File: src/shared/sac_pkg.sv
`default_nettype none
package sac_pkg;
  // result width of one conversion
  localparam int RES_BITS          = 12;
  // conversion clock periods per sample: 4 sample, 12 decisions, 1 settle, 1 idle
  localparam int CLKS_PER_SAMPLE   = 18;
  localparam int SAMPLE_CLKS       = 4;
  // conversion clock frequency range in hz
  localparam int CONV_CLK_MIN_HZ   = 1000000;
  localparam int CONV_CLK_MAX_HZ   = 18000000;
  // core clock period in ns
  localparam int CLK_PERIOD_NS     = 50;
  // power-up wait in ns and its cycle count, rounded up
  localparam int PWRUP_WAIT_NS     = 10000;
  localparam int PWRUP_WAIT_CLKS   =
    (PWRUP_WAIT_NS + CLK_PERIOD_NS - 1) / CLK_PERIOD_NS;
  // buffer depth between converter and reader
  localparam int BUF_DEPTH         = 2;
  // converter states
  typedef enum logic [2:0] {
    SAC_PWRUP,
    SAC_IDLE,
    SAC_SAMPLE,
    SAC_DECIDE,
    SAC_SETTLE
  } sac_state_t;
endpackage
`default_nettype wire

File: src/shared/sac_if.sv
`timescale 1ns/1ns
`default_nettype none
// link between converter control and the result reader
interface sac_if;
  import sac_pkg::*;
  logic [RES_BITS-1:0] result;   // head result word
  logic                done;     // conversion done, held until read
  logic                rd;       // reader takes the head word
  modport conv (output result, output done, input rd);
  modport rdr  (input result, input done, output rd);
endinterface
`default_nettype wire

File: src/design/sac_conv.sv
`timescale 1ns/1ns
`default_nettype none
module sac_conv #(
  parameter int PWRUP_CLKS = sac_pkg::PWRUP_WAIT_CLKS
) (
  input  wire logic                        core_clk,
  input  wire logic                        sys_rst,
  sac_if.conv                              lnk,
  input  wire logic                        sw_start,
  input  wire logic                        hw_trigger,
  input  wire logic                        single_conversion_select,
  input  wire logic                        wake,
  input  wire logic                        comp_in,
  output logic [sac_pkg::RES_BITS-1:0]     dac_code,
  output logic                             sample_en,
  output logic                             done_flag,
  output logic                             busy
);
  import sac_pkg::*;

  // wide enough for the wait and for every phase count of a frame
  localparam int CW = $clog2(PWRUP_CLKS + CLKS_PER_SAMPLE + 1);
  // the idle cycle between frames is the last clock of the eighteen, so
  // back-to-back continuous frames keep the sample rate exact
  localparam int SETTLE_CLKS = CLKS_PER_SAMPLE - SAMPLE_CLKS - RES_BITS - 1;

  ////////////////////////////////////////////////////////////////////
  // trigger synchroniser: pin from outside, three flops
  logic [2:0] trig_sync;
  logic       trig_lvl;        // filtered level
  logic       next_trig_lvl;
  logic       trig_rise;

  always_comb begin
    next_trig_lvl = trig_lvl;
    // change counts once second and third stage agree
    if (trig_sync[1] == trig_sync[2]) begin
      next_trig_lvl = trig_sync[2];
    end
  end
  assign trig_rise = next_trig_lvl && !trig_lvl;

  always_ff @(posedge core_clk) begin
    if (sys_rst) begin
      trig_sync <= 3'h0;
      trig_lvl  <= 1'b0;
    end else begin
      trig_sync <= {trig_sync[1:0], hw_trigger};
      trig_lvl  <= next_trig_lvl;
    end
  end

  ////////////////////////////////////////////////////////////////////
  // converter state
  sac_state_t          state, next_state;
  logic [CW-1:0]       cnt, next_cnt;          // wait / phase counter
  logic [3:0]          bit_idx, next_bit_idx;  // bit under test
  logic [RES_BITS-1:0] next_dac_code;
  logic                pend, next_pend;        // held start request
  logic                next_sample_en;
  logic                next_busy;
  logic                push;                   // result into buffer
  logic                buf_ready;              // buffer can take one
  logic                start_req;

  // a start is a software write or a trigger edge
  assign start_req = sw_start || trig_rise;

  ////////////////////////////////////////////////////////////////////
  // next-state logic for the conversion sequence
  always_comb begin
    next_state     = state;
    next_cnt       = cnt;
    next_bit_idx   = bit_idx;
    next_dac_code  = dac_code;
    next_pend      = pend || start_req;
    next_sample_en = 1'b0;
    next_busy      = 1'b1;
    push           = 1'b0;
    unique case (state)
      SAC_PWRUP: begin
        // starts are remembered, not acted on, until ready
        if (cnt == CW'(PWRUP_CLKS - 1)) begin
          next_state = SAC_IDLE;
          next_busy  = 1'b0;
        end else begin
          next_cnt = cnt + 1'b1;
        end
      end
      SAC_IDLE: begin
        next_busy = 1'b0;
        // both modes wait for buffer room; continuous needs no start, single_conversion_select waits for a start
        if ((pend || !single_conversion_select) && buf_ready) begin
          next_state     = SAC_SAMPLE;
          next_pend      = 1'b0;
          next_cnt       = '0;
          next_sample_en = 1'b1;
          next_busy      = 1'b1;
        end
      end
      SAC_SAMPLE: begin
        next_sample_en = 1'b1;
        if (cnt == CW'(SAMPLE_CLKS - 1)) begin
          next_state     = SAC_DECIDE;
          next_sample_en = 1'b0;
          next_bit_idx   = 4'(RES_BITS - 1);
          // trial code: msb set, all lower clear
          next_dac_code  = {1'b1, {(RES_BITS-1){1'b0}}};
        end else begin
          next_cnt = cnt + 1'b1;
        end
      end
      SAC_DECIDE: begin
        // comparator high means input below dac: drop the trial bit
        if (comp_in) begin
          next_dac_code[bit_idx] = 1'b0;
        end
        if (bit_idx == 4'h0) begin
          next_state = SAC_SETTLE;
          next_cnt   = '0;
        end else begin
          next_bit_idx                 = bit_idx - 1'b1;
          next_dac_code[bit_idx - 1'b1] = 1'b1;
        end
      end
      SAC_SETTLE: begin
        // pad to eighteen clocks per sample
        if (cnt == CW'(SETTLE_CLKS - 1)) begin
          next_state = SAC_IDLE;
          push       = 1'b1;
          next_busy  = 1'b0;
        end else begin
          next_cnt = cnt + 1'b1;
        end
      end
    endcase
    // wake from sleep restarts the wait; a conversion not yet pushed is lost
    if (wake) begin
      next_state = SAC_PWRUP;
      next_cnt   = '0;
      next_busy  = 1'b1;
    end
  end

  // registers only
  always_ff @(posedge core_clk) begin
    if (sys_rst) begin
      state     <= SAC_PWRUP;
      cnt       <= '0;
      bit_idx   <= 4'h0;
      dac_code  <= '0;
      pend      <= 1'b0;
      sample_en <= 1'b0;
      busy      <= 1'b1;
    end else begin
      state     <= next_state;
      cnt       <= next_cnt;
      bit_idx   <= next_bit_idx;
      dac_code  <= next_dac_code;
      pend      <= next_pend;
      sample_en <= next_sample_en;
      busy      <= next_busy;
    end
  end

  ////////////////////////////////////////////////////////////////////
  // two-entry result buffer; done stands while any word waits
  logic [RES_BITS-1:0] mem [BUF_DEPTH];
  logic [RES_BITS-1:0] next_mem [BUF_DEPTH];
  logic [1:0]          count, next_count;
  logic                next_done;
  logic                pop;

  assign buf_ready = (count != 2'(BUF_DEPTH)); // stalls the converter
  // a read strobe while empty is ignored
  assign pop = lnk.rd && (count != 2'h0);

  always_comb begin
    next_mem   = mem;
    next_count = count;
    if (pop) begin
      next_mem[0] = mem[1];
      next_count  = next_count - 1'b1;
    end
    if (push) begin
      next_mem[next_count[0]] = next_dac_code;
      next_count              = next_count + 1'b1;
    end
    // new word wins over the read that clears it
    next_done = (next_count != 2'h0);
  end

  // registers only
  always_ff @(posedge core_clk) begin
    if (sys_rst) begin
      mem[0]    <= '0;
      mem[1]    <= '0;
      count     <= 2'h0;
      done_flag <= 1'b0;
    end else begin
      mem       <= next_mem;
      count     <= next_count;
      done_flag <= next_done;
    end
  end

  assign lnk.done   = done_flag;
  assign lnk.result = mem[0];
endmodule
`default_nettype wire

File: src/flat_wrapper.sv
// flat-port wrapper written by rule: the top's interface ports become plain ports
module sac_conv_flat import sac_pkg::*;
#(
  parameter int PWRUP_CLKS = sac_pkg::PWRUP_WAIT_CLKS
)
  (core_clk, sys_rst, sw_start, hw_trigger, single_conversion_select, wake, comp_in, dac_code, sample_en, done_flag, busy, lnk_result, lnk_done, lnk_rd);
  sac_if lnk_i ();
  input  wire logic core_clk;
  input  wire logic sys_rst;
  input  wire logic sw_start;
  input  wire logic hw_trigger;
  input  wire logic single_conversion_select;
  input  wire logic wake;
  input  wire logic comp_in;
  output logic [sac_pkg::RES_BITS-1:0] dac_code;
  output logic sample_en;
  output logic done_flag;
  output logic busy;
  output wire logic [$bits(lnk_i.result)-1:0] lnk_result;
  output wire logic [$bits(lnk_i.done)-1:0] lnk_done;
  input wire logic [$bits(lnk_i.rd)-1:0] lnk_rd;
  assign lnk_result = lnk_i.result;
  assign lnk_done = lnk_i.done;
  assign lnk_i.rd = lnk_rd;
  sac_conv #(.PWRUP_CLKS(PWRUP_CLKS)) u_core (.core_clk(core_clk), .sys_rst(sys_rst), .lnk(lnk_i), .sw_start(sw_start), .hw_trigger(hw_trigger), .single_conversion_select(single_conversion_select), .wake(wake), .comp_in(comp_in), .dac_code(dac_code), .sample_en(sample_en), .done_flag(done_flag), .busy(busy));
endmodule
File: config.mk
export PLATFORM = sky130hd
export DESIGN_NAME = sac_conv_flat
export DESIGN_NICKNAME = d
export VERILOG_FILES = /design/src/shared/sac_pkg.sv /design/src/shared/sac_if.sv /design/src/design/sac_conv.sv /design/src/flat_wrapper.sv
export SDC_FILE = /design/constraint.sdc
export NUM_CORES = 1
export LEC_CHECK = 0
export ABC_AREA = 1
export BUFFER_PORTS_ARGS = -buffer_cell sky130_fd_sc_hd__clkbuf_2
export CAP_MARGIN = 20
export CORE_AREA = 2 2 91 93
export CTS_CLUSTER_DIAMETER = 30
export DETAILED_ROUTE_END_ITERATION = 10
export DIE_AREA = 0 0 93 95
export GPL_TIMING_DRIVEN = 0
export SYNTH_ARGS = -nofsm -noshare
export SYNTH_HDL_FRONTEND = slang
export SYNTH_SLANG_ARGS = --single-unit
export TNS_END_PERCENT = 30
File: constraint.sdc
create_clock -name core_clk -period 2.6 [get_ports core_clk]
set_clock_uncertainty 0.05 [all_clocks]
set_input_delay 0.13 -clock core_clk [delete_from_list [all_inputs] [get_ports core_clk]]
set_output_delay 0.13 -clock core_clk [all_outputs]
set_load 0.02 [all_outputs]
---- Word-level counts from Yosys, hierarchy flattened ----
Index checks and enable logic that the tools add are counted.
cells by class
  shifts and indexed selects .............. 0
  multiplexer cells ....................... 42
  reduce and logical (&&, ||, !) cells .... 21
  magnitude comparators ................... 6
  bitwise gates (word level) .............. 4
  equality and inequality tests ........... 17
  $mul .................................... 0
  div/mod/pow operators ................... 0
  add/subtract/negate cells ............... 4
operators with widths
  operator                                                           number
  2-to-1 mux 12 bit                                                  6
  2-to-1 mux 8 bit                                                   5
  case mux 8 bit (5 select lines)                                    1
  bitwise mux 24 bit                                                 1
  2-to-1 mux 24 bit                                                  1
  case mux 12 bit (2 select lines)                                   1
  2-to-1 mux 3 bit                                                   5
  case mux 3 bit (5 select lines)                                    1
  AND 12 bit                                                         1
  demux 12 bit (select 1 bit)                                        1
  NOT 12 bit                                                         1
  OR 12 bit                                                          1
  2-to-1 mux 1 bit                                                   11
  less-than comparator 4 x 5 -> 1 bit, second input constant         2
  != test 2 x 1 -> 1 bit, second input constant                      5
  != test 2 bit, second input constant                               5
  AND reduction 5 bit                                                2
  adder 8 x 1 -> 8 bit, second input constant                        1
  demux 1 bit (select 4 bit)                                         2
  equality test 8 x 2 -> 1 bit, second input constant                1
  equality test 8 bit, second input constant                         1
  greater-or-equal comparator 4 x 1 -> 1 bit, second input constant  2
  zero test 8 bit                                                    1
  2-to-1 mux 4 bit                                                   2
  22 further kinds                                                   34
word-level totals
  output and inout bits ................... 28
  register bits after elaboration ......... 61
  memories ................................ 0
  bits in read-only memories .............. 0
  RAM bits ................................ 0
  bits in latches ......................... 0

---- Longest topological paths before layout ----
Gate-level depths: netlist (run 1).
  depth in word-level cells ............... 13
  depth in mapped cells ................... 12
  depth with buffers taken out ............ 11

---- Worst setup path before layout (run 1) ----
OpenSTA, ideal clock, no wires.
  kind .................................... register -> register
  from .................................... register u_core.count[0]
  to ...................................... register with a tool-made name
  period minus slack after synthesis ...... 1.897 ns
  data required time ...................... 2.441 ns
  path slack .............................. 0.703 ns
  stages on the path, launching flop included .. 12
  path buffers ............................ 1
  arrival time ............................ 1.738 ns
  cells stage by stage .................... dfxtp_1 > inv_1 > ha_1 > inv_2 > nand2_2 > xor2_2 > ha_1 > inv_1 > clkbuf_1 > a21oi_1 > nand2_1 > inv_1
RTL lines
  item                    line             RTL
  from (decl)             sac_conv.sv:170  logic [1:0] count, next_count;
  from (signal assigned)  sac_conv.sv:202  count <= next_count;

==> impl_results.md, run 1 <==
* Outcome: finished clean
* Cts repair resizes at 0
* Drt wl/cell at between 10 and 15 um
* Max-cap viol count at 0
* Synth Instances at about 510
* P per Cell Area at roughly 520 nW/um^2
* I/O Pins at 36
* Row count at 33
* First-pass GRT wire length at 14000 um
* Final Max Tran Viols at 0
* Fill cell count at about 850
* 1st-pass router iterations at 4
* Initial antenna violation count at 0
* Fmax at ~430 MHz
* Final TNS setup at 0 ns
* CP peak stage delay at 0.46 ns
* Min-Delay Path Depth at 3
* Hold_buf cts at 1
* Worst-Margin Slew at between 0.6 and 0.7 ns
* Yosys warns at 0
* Clock Sink Count at 61
* WHS Endpoint: u_core.pend
* Clock buffer depth at 2
* Full die area at just under 9000 um^2
* Post-DRT Antenna Nets at 0
* Final Hold Fails at 0
* Asr flop ratio synth at 0%
* Crit path launch type: flop
* WHS at around 0.019 ns
* Cell area after synthesis at 3430 um^2
* Floorplan die height at 95 um
* Final setup fails at 0
* Clock H-tree levels at 3
* Gpl congestion at roughly 0.97
* R2r startpoint: u_core.count[0]
* Area growth syn-to-layout at 15.6%
* DR vias/cell at 4.77
* Final nets at ~570
* Sequential cell area at roughly 1200 um^2
* Starting DRT DRC Count at 158
* HPWL Detailed at 6120 um
* Crit path top cell by count: inv_1
* WL final at approximately 8200 um
* Root Driver: clkbuf_8
* Period minus WS final at around 2.3 ns
* Buffers on Ports at 34
* Seq/Total Area, Yosys at a little over a third
* Layout cells sized above 1 at roughly 16%
* Setup Buffers After CTS at 0
* Gr ovfl total at 0
* DRC errors left at 0
* Core area at between 7000 and 8000 um^2
* Worst-case register-to-register setup slack at 0.30 ns
* CTS tree: done
* Peak VDD IR at 240 uV
* Pin count of the biggest net entering global routing at 12
* CP Capture Type: flop
* Area occupied by multi-input gates at about 1700 um^2
* HP Start: sw_start
* Routed vias at 3163
* Net Count, Synth at about 530
* CTS clk-pin slew, worst paths at around 0.07 ns
* Clock buffer count from CTS at 9
* Synth Flop Type: dfxtp_1
* CP max-delay cell: clkbuf_1
* Slew Limit Headroom at 57.6%
* Cell variety after synth at 33
* Worst skew pair latency at around 0.35 ns
* RSZ-0062 raised after global routing: false
* Avg Inst Size Synth at about 6.8 um^2
* HP Class: in -> reg
* Vias in the first global route at 2874
* GRT Total Usage at between 20% and 30%
* Period utilisation layout at 88.6%
* Crit Path Class: reg -> reg
* CP arrival at around 2.5 ns
* Die X at about 93 um
* CP Data Required Time at around 2.8 ns
* R2R depth at 11
* EDFF count, synth at 0
* Initial core utilization at roughly 43%
* #FFs+latches synth at between 60 and 70
* Crit path cell chain: inv_1 > ha_1 > inv_2 > nand2_2 > xor2_2 > ha_1 > inv_1 > clkbuf_1 > a21oi_1 > nand2_1 > inv_1
* N_diodes at 0
* Leakage at around 1.9 nW
* Worst-path fanout max at 10
[routing by layer]
metal	vias up	part of all wire [%]	track usage, %
li1	1675	-	-
met1	1414	49	27.3
met2	67	45	32.8
met3	7	5.5	4.39
met4	0	0.91	5.64
met5	-	0	0
[kinds of logic after synthesis]
| group | synth area share, % |
|---|---|
| fa+ha+maj | 4.38 |
| compound gates | 13.1 |
| flops | 35.6 |
| simple gates | 30.9 |
| xor+xnor | 1.75 |
| buf+inv | 14.2 |
[worst max-delay path by stage]
stage | slack (ns) | startpoint | depth (start not counted) | to
after floorplan | 0.70 | u_core.count[0] | 11 | flop
after CTS | 0.34 | u_core.count[0] | 11 | flop
final | 0.30 | u_core.count[0] | 11 | flop
after global placement | 0.39 | u_core.count[0] | 11 | flop
after global routing | 0.06 | u_core.count[0] | 11 | flop
after detailed placement | 0.36 | u_core.count[0] | 11 | flop
[synthesized netlist by cell type, types with 3 or more instances]
cell      instances  area share (%)
nor3_1            3            0.44
xor2_1            4             1.0
dfxtp_1          61              36
nand2_1         120              13
inv_2             5            0.55
nor2_2            3            0.55
inv_1            78             8.5
nand2_2           5            0.91
nand3_1          50             7.3
o21a_1           12             2.6
ha_1             12             4.4
a21oi_1          37             5.4
clkbuf_1          8            0.88
o21ai_0          27             3.9
nand2_4           3            0.99
buf_4            14             3.1
nor2_1           43             4.7
buf_6             3            0.99
[final cells by class]
class	instances	share of cell area, %
timing repair buffer	35	4.55
inverter	84	7.96
multi-input combinational	336	43.4
sequential	61	30.8
tap	105	3.32
clock buffer	10	3.47
clock inverter	6	2.18
buffer	26	4.36
[where the power goes]
| group | total [mW] | switching (mW) | internal (mW) |
|---|---|---|---|
| combinational | 0.142 | 0.0975 | 0.0449 |
| clock | 0.966 | 0.402 | 0.564 |
| sequential | 0.954 | 0.00674 | 0.947 |
| total | 2.06 | 0.506 | 1.56 |
[per-stage QoR]
step,total power [mW],area (um^2),setup WS (ns),std cells,util (%)
finish,2.06,3960,0.297,663,50.0
global route,2.15,3960,0.0643,663,50.0
CTS,2.08,3960,0.342,663,50.0
detailed placement,1.12,3730,0.361,646,47.0
global placement,1.11,3730,0.387,646,47.0
floorplan,1.07,3430,0.703,507,-
[critical path, delay by kind of cell, from the launching register on]
family	cells	cell delay, ns
fa+ha+maj	2	0.48
buf+inv	5	0.76
compound gates	1	0.14
simple gates	2	0.24
flops	1	0.34
xor+xnor	1	0.21
[cells in the final DEF (no fill, tap or decap), types with 2 or more instances in the layout]
cell / instances
bufinv_16: 2
nand2_4: 3
nand4_1: 2
nand2_2: 5
clkbuf_1: 8
nand3b_1: 2
clkinv_2: 2
inv_1: 78
nand2_1: 120
nor2_1: 43
nor2_2: 3
xor2_1: 4
a21oi_1: 37
nand3_1: 50
buf_4: 14
nor3_2: 2
ha_1: 12
dfxtp_1: 61
clkbuf_2: 34
clkbuf_8: 10
nor2_4: 2
nor3_1: 3
o21a_1: 12
o21ai_0: 27
buf_6: 3
inv_2: 5
(Power assumes the default switching activity.)
==> inputs of run 2 (changes only) <==
Settings changed: CORE_AREA 2 2 91 93 to 2 2 108 79, DIE_AREA 0 0 93 95 to 0 0 110 81, HOLD_SLACK_MARGIN set to 0.06, MAX_ROUTING_LAYER set to met4.
==> run 2 against run 1 <==
Power down 5.2%. Critical path depth is the same. Clock-buffer cell count rose by 1. Largest cell class unchanged. Combinational power hardly changed. Global-route usage increased by 1.6 points. Sequential power about the same.
==> impl_results.md, run 2 (synthesized netlist as in run 1, its figures left out) <==
* Top delay family on crit path: buffers and inverters
* HP Start: lnk_rd
* DRC errors left at 0 (unchanged)
* Floorplan die height at 81 um (-15%)
* Clock Sink Count at 61 (unchanged)
* Cts repair resizes at 0 (unchanged)
* Pin count of the biggest net entering global routing at 11 (-1)
* Final nets at 575 (+0.35%)
* R2r startpoint: u_core.count[0]
* Crit path cell chain: inv_1 > ha_1 > inv_2 > nand2_2 > xor2_2 > ha_1 > inv_1 > clkbuf_1 > a21oi_1 > nand2_1 > inv_1
* Fill cell count at 835 (-1.2%)
* First-pass GRT wire length at 14300 um (+2.0%)
* Sequential cell area at 1220 um^2 (unchanged)
* Slew Limit Headroom at 59.7% (+2.1 points)
* CTS tree: done
* WL final at 8510 um (+3.6%)
* Dpl cells at 646 (unchanged)
* Fmax at 442 MHz (+1.8%)
* Peak VDD IR at 266 uV (+11%)
* Layout cells sized above 1 at 15.9% (-0.21 points)
* Max-cap viol count at 0 (unchanged)
* Full die area at 8910 um^2 (+0.85%)
* GRT Total Usage at 21.9% (+1.6 points)
* Drt wl/cell at 12.8 um (+3.4%)
* Crit path top cell by count: inv_1
* Leakage at 1.86 nW (-0.15%)
* Row count at 28 (-15%)
* Area occupied by multi-input gates at 1720 um^2 (unchanged)
* Worst-Margin Slew at 0.605 ns (-0.0318 ns)
* CP arrival at 2.45 ns (-0.05 ns)
* CTS clk-pin slew, worst paths at 0.07 ns (about the same)
* Pwr Total at 1.96 mW (-5.2%)
* HPWL Detailed at 6560 um (+7.1%)
* 1st-pass router iterations at 4 (unchanged)
* CP Buf/Inv Count at 5 (unchanged)
* RSZ-0062 raised after global routing: false
* CP peak stage delay at 0.43 ns (-0.03 ns)
* Clock buffer count from CTS at 9 (unchanged)
* Gpl congestion at 0.968 (-0.53%)
* Worst setup margin at 0.337 ns (+0.0399 ns)
* Clock H-tree levels at 3 (unchanged)
* Buffers on Ports at 34 (unchanged)
* Final Hold Fails at 0 (unchanged)
* HP Class: in -> reg
* Die X at 110 um (+18%)
* Routed vias at 3178 (+0.47%)
* CP max-delay cell: clkbuf_1
* Crit Path Class: reg -> reg
* CP Capture Type: flop
* Initial antenna violation count at 0 (unchanged)
* DR vias/cell at 4.79 (+0.32%)
* CP Data Required Time at 2.79 ns (about the same)
* I/O Pins at 36 (unchanged)
* N_diodes at 0 (unchanged)
* Final TNS setup at 0 ns (unchanged)
* Crit path launch type: flop
* Initial core utilization at 42.7% (-0.51 points)
* Vias in the first global route at 2872 (-0.070%)
* Worst skew pair latency at 0.34 ns (about the same)
* Core area at 8020 um^2 (+1.2%)
* Post-layout util at 49.3% (-0.65 points)
* Period utilisation layout at 87.1% (-1.5 points)
* Post-Layout Cell Count at 664 (+0.15%)
* Period minus WS final at 2.26 ns (-0.0399 ns)
* P per Cell Area at 494 nW/um^2 (-5.1%)
* Most common cell after layout, fill and taps aside: nand2_1
* Starting DRT DRC Count at 166 (+5.1%)
* Area growth syn-to-layout at 15.5%
* Final Max Tran Viols at 0 (unchanged)
* Post-DRT Antenna Nets at 0 (unchanged)
* Final setup fails at 0 (unchanged)
* Crit path launch: u_core.count[0]
* Setup WS pre-CTS at 0.340 ns (-0.0214 ns)
* Commonest non-fill, non-tap cells in the layout: 120 x nand2_1, 78 x inv_1, 61 x dfxtp_1
* Outcome: finished clean
* Gr ovfl total at 0 (unchanged)
* Root Driver: clkbuf_8
* Worst-path fanout max at 10 (unchanged)
* Clock buffer depth at 2 (unchanged)
[run 2: cell count changes in the layout (fill, tap and decap cells not counted)]
cell           delta
dlygate4sd3_1     +2
bufinv_16         -1
clkbuf_8          +1
clkinv_4          -1
[run 2: per-layer routing]
layer  vias up  routed length, um  track usage (%)
met5         -                  0                -
met4         0                110             6.58
met3        11                470             4.33
met2        77               3430             30.0
met1      1417               4500             32.0
li1       1673                  -                -
[run 2: worst paths after layout]
check	cells after the start	slack, ns	endpoint
hold reg to reg	2	0.36	u_core.trig_sync[1]
hold / removal	5	0.18	u_core.count[1]
setup / recovery	11	0.34	flop
setup reg to reg	11	0.34	flop
[run 2: area by class of cell]
cell class	count	share of cell area, %
multi-input combinational	336	43.4
clock inverter	4	1.20
tap	105	3.32
inverter	84	7.97
buffer	26	4.36
timing repair buffer	37	5.06
sequential	61	30.9
clock buffer	11	3.83
[run 2: tightest hold or removal path, cell delays in order]
cell	delay (ns)
clkbuf_2	0.10
nand3_1	0.07
nand2_1	0.09
nor3_1	0.06
nor2_1	0.09
[run 2: power by group]
part | switching [mW] | total, mW | leakage [nW] | internal, mW
Sequential | 0.00703 | 0.955 | 0.493 | 0.948
Combinational | 0.0972 | 0.144 | 1.27 | 0.0466
Clock | 0.371 | 0.857 | 0.101 | 0.486
Total | 0.475 | 1.96 | 1.86 | 1.48
[run 2: through the flow]
step                cell area [um^2]  hold WS (ns)
detailed placement              3730         0.280
global placement                3730         0.275
CTS                             3960         0.169
floorplan                       3430         0.187
global route                    3960         0.223
finish                          3960         0.181
[run 2: repair_timing]
item                      4_1_cts  5_1_grt
hold buffers                    3        0
buffers inserted                0        0
hold endpoints to repair        4        0
==> inputs of run 3 (changes only) <==
Settings changed: MAX_ROUTING_LAYER met4 to not set.
==> run 3 against run 2 <==
Core utilization is 0.078 points lower. Hold slack worse by 0.0014 ns. Sequential share of layout area hardly changed. Critical path depth stayed put. Largest power group unchanged. Largest cell class unchanged. First-iteration DRC count is 30% higher. Register-to-register slack hardly changed. Die area stayed put. Power hardly changed.
==> impl_results.md, run 3 (synthesized netlist as in run 1, its figures left out) <==
* Outcome: finished clean
* CP Capture Type: flop
* CP Data Required Time at 2.80 ns (about the same)
* Area occupied by multi-input gates at 1720 um^2 (unchanged)
* Final TNS setup at 0 ns (unchanged)
* Die X at 110 um (unchanged)
* Setup WS pre-CTS at 0.346 ns (+0.00641 ns)
* HP Class: in -> reg
* DRC errors left at 0 (unchanged)
* CTS clk-pin slew, worst paths at 0.07 ns (about the same)
* Final Hold Fails at 0 (unchanged)
* Floorplan die height at 81 um (unchanged)
* Initial core utilization at 42.7% (unchanged)
* Drt wl/cell at 12.8 um (about the same)
* Pin count of the biggest net entering global routing at 11 (unchanged)
* Commonest non-fill, non-tap cells in the layout: 120 x nand2_1, 78 x inv_1, 61 x dfxtp_1
* Seq pwr share at 48.9% (about the same)
* Gr ovfl total at 0 (unchanged)
* Root Driver: clkbuf_8
* Gpl congestion at 0.943 (-2.6%)
* Design Area, Final at 3950 um^2 (-0.16%)
* Initial antenna violation count at 0 (unchanged)
* RSZ-0062 raised after global routing: false
* Peak VDD IR at 241 uV (-9.1%)
* Pint at 1.46 mW (-1.3%)
* Comb pwr share at 7.4% (about the same)
* Clock buffer depth at 2 (unchanged)
* Layout cells sized above 1 at 15.7% (-0.21 points)
* Clock buffer count from CTS at 9 (unchanged)
* Dpl cells at 646 (unchanged)
* GRT Total Usage at 21.4% (-0.44 points)
* HPWL Detailed at 6500 um (-0.81%)
* Post-DRT Antenna Nets at 0 (unchanged)
* Worst-Margin Slew at 0.596 ns (-0.00876 ns)
* Routed vias at 3205 (+0.85%)
* Cts repair resizes at 0 (unchanged)
* Fill cell count at 809 (-3.1%)
* Period utilisation layout at 87.1% (+0.099 points)
* Core area at 8020 um^2 (unchanged)
* Clock share of power at 43.8% (about the same)
* Placed instance area at 3730 um^2 (unchanged)
* Fmax at 441 MHz (-0.11%)
* Slew Limit Headroom at 60.3% (+0.58 points)
* Row count at 28 (unchanged)
* First-pass GRT wire length at 14400 um (+0.92%)
* Vias in the first global route at 2872 (unchanged)
* Full die area at 8910 um^2 (unchanged)
* 1st-pass router iterations at 5 (+1)
* Sequential cell area at 1220 um^2 (unchanged)
* Most common cell after layout, fill and taps aside: nand2_1
* Setup Buffers After CTS at 0 (unchanged)
* Final Max Tran Viols at 0 (unchanged)
* Max-cap viol count at 0 (unchanged)
* WL final at 8530 um (+0.19%)
* Worst setup margin at 0.334 ns (-0.00258 ns)
* Crit path launch type: flop
* Switch share at 25.2% (+0.94 points)
* Crit Path Class: reg -> reg
* Clock Sink Count at 61 (unchanged)
* Starting DRT DRC Count at 215 (+30%)
* DR vias/cell at 4.82 (+0.70%)
* Leakage at 1.86 nW (-0.26%)
* Worst-path fanout max at 10 (unchanged)
* Post-Layout Cell Count at 665 (+0.15%)
* Final nets at 575 (unchanged)
* Sw Pwr at 0.493 mW (+3.8%)
* CTS tree: done
* Area growth syn-to-layout at 15.3%
* Buffers on Ports at 34 (unchanged)
* Hold_buf cts at 3 (unchanged)
* I/O Pins at 36 (unchanged)
* Clock H-tree levels at 3 (unchanged)
* N_diodes at 0 (unchanged)
* Final setup fails at 0 (unchanged)
* CP arrival at 2.47 ns (+0.02 ns)
* Worst skew pair latency at 0.35 ns (about the same)
* Period minus WS final at 2.27 ns (+0.00258 ns)
* Pwr Total at 1.95 mW (about the same)
* P per Cell Area at 494 nW/um^2 (about the same)
-- run 3: layer usage --
metal / GRT usage, % / vias up / share of wire, %
met5: 0 / - / 0
met2: 30.4 / 77 / 40
met1: 31.6 / 1439 / 53
met4: 6.71 / 0 / 1.6
met3: 5.38 / 13 / 5.1
li1: - / 1676 / -
-- run 3: path summary, 6_finish.rpt --
check                       from                   to  slack (ns)  depth (start not counted)
max              u_core.count[0]                 flop        0.33                         11
min                       lnk_rd      u_core.count[1]        0.18                          5
max reg2reg      u_core.count[0]                 flop        0.33                         11
min reg2reg  u_core.trig_sync[0]  u_core.trig_sync[1]        0.36                          2
-- run 3: layout make-up --
cell class / count / share of cell area (%)
clock buffers: 12 / 3.67
repair buffers: 37 / 5.07
multi-input cells: 336 / 43.5
inverters: 84 / 7.98
plain buffers: 26 / 4.37
clock inverters: 4 / 1.20
well taps: 105 / 3.32
flip-flops and latches: 61 / 30.9
-- run 3: worst max-delay path, stage by stage (launching register included) --
cell	delay, ns
dfxtp_1	0.34
inv_1	0.10
ha_1	0.22
inv_2	0.06
nand2_2	0.13
xor2_2	0.21
ha_1	0.26
inv_1	0.10
clkbuf_1	0.42
a21oi_1	0.13
nand2_1	0.10
inv_1	0.03
-- run 3: power by group through the flow --
stage / combinational [mW] / clock [mW] / sequential (mW)
3_5_place_dp: 0.141 / 0 / 0.976
5_1_grt: 0.162 / 0.924 / 0.956
6_report: 0.144 / 0.855 / 0.954
4_1_cts: 0.145 / 0.880 / 0.954
2_1_floorplan: 0.0918 / 0 / 0.980
3_3_place_gp: 0.138 / 0 / 0.975
-- run 3: metrics by stage --
| stage | utilization, % | hold slack, ns |
|---|---|---|
| floorplan | - | 0.187 |
| global placement | 46.5 | 0.275 |
| detailed placement | 46.5 | 0.284 |
| CTS | 49.3 | 0.161 |
| global route | 49.3 | 0.217 |
| finish | 49.3 | 0.179 |
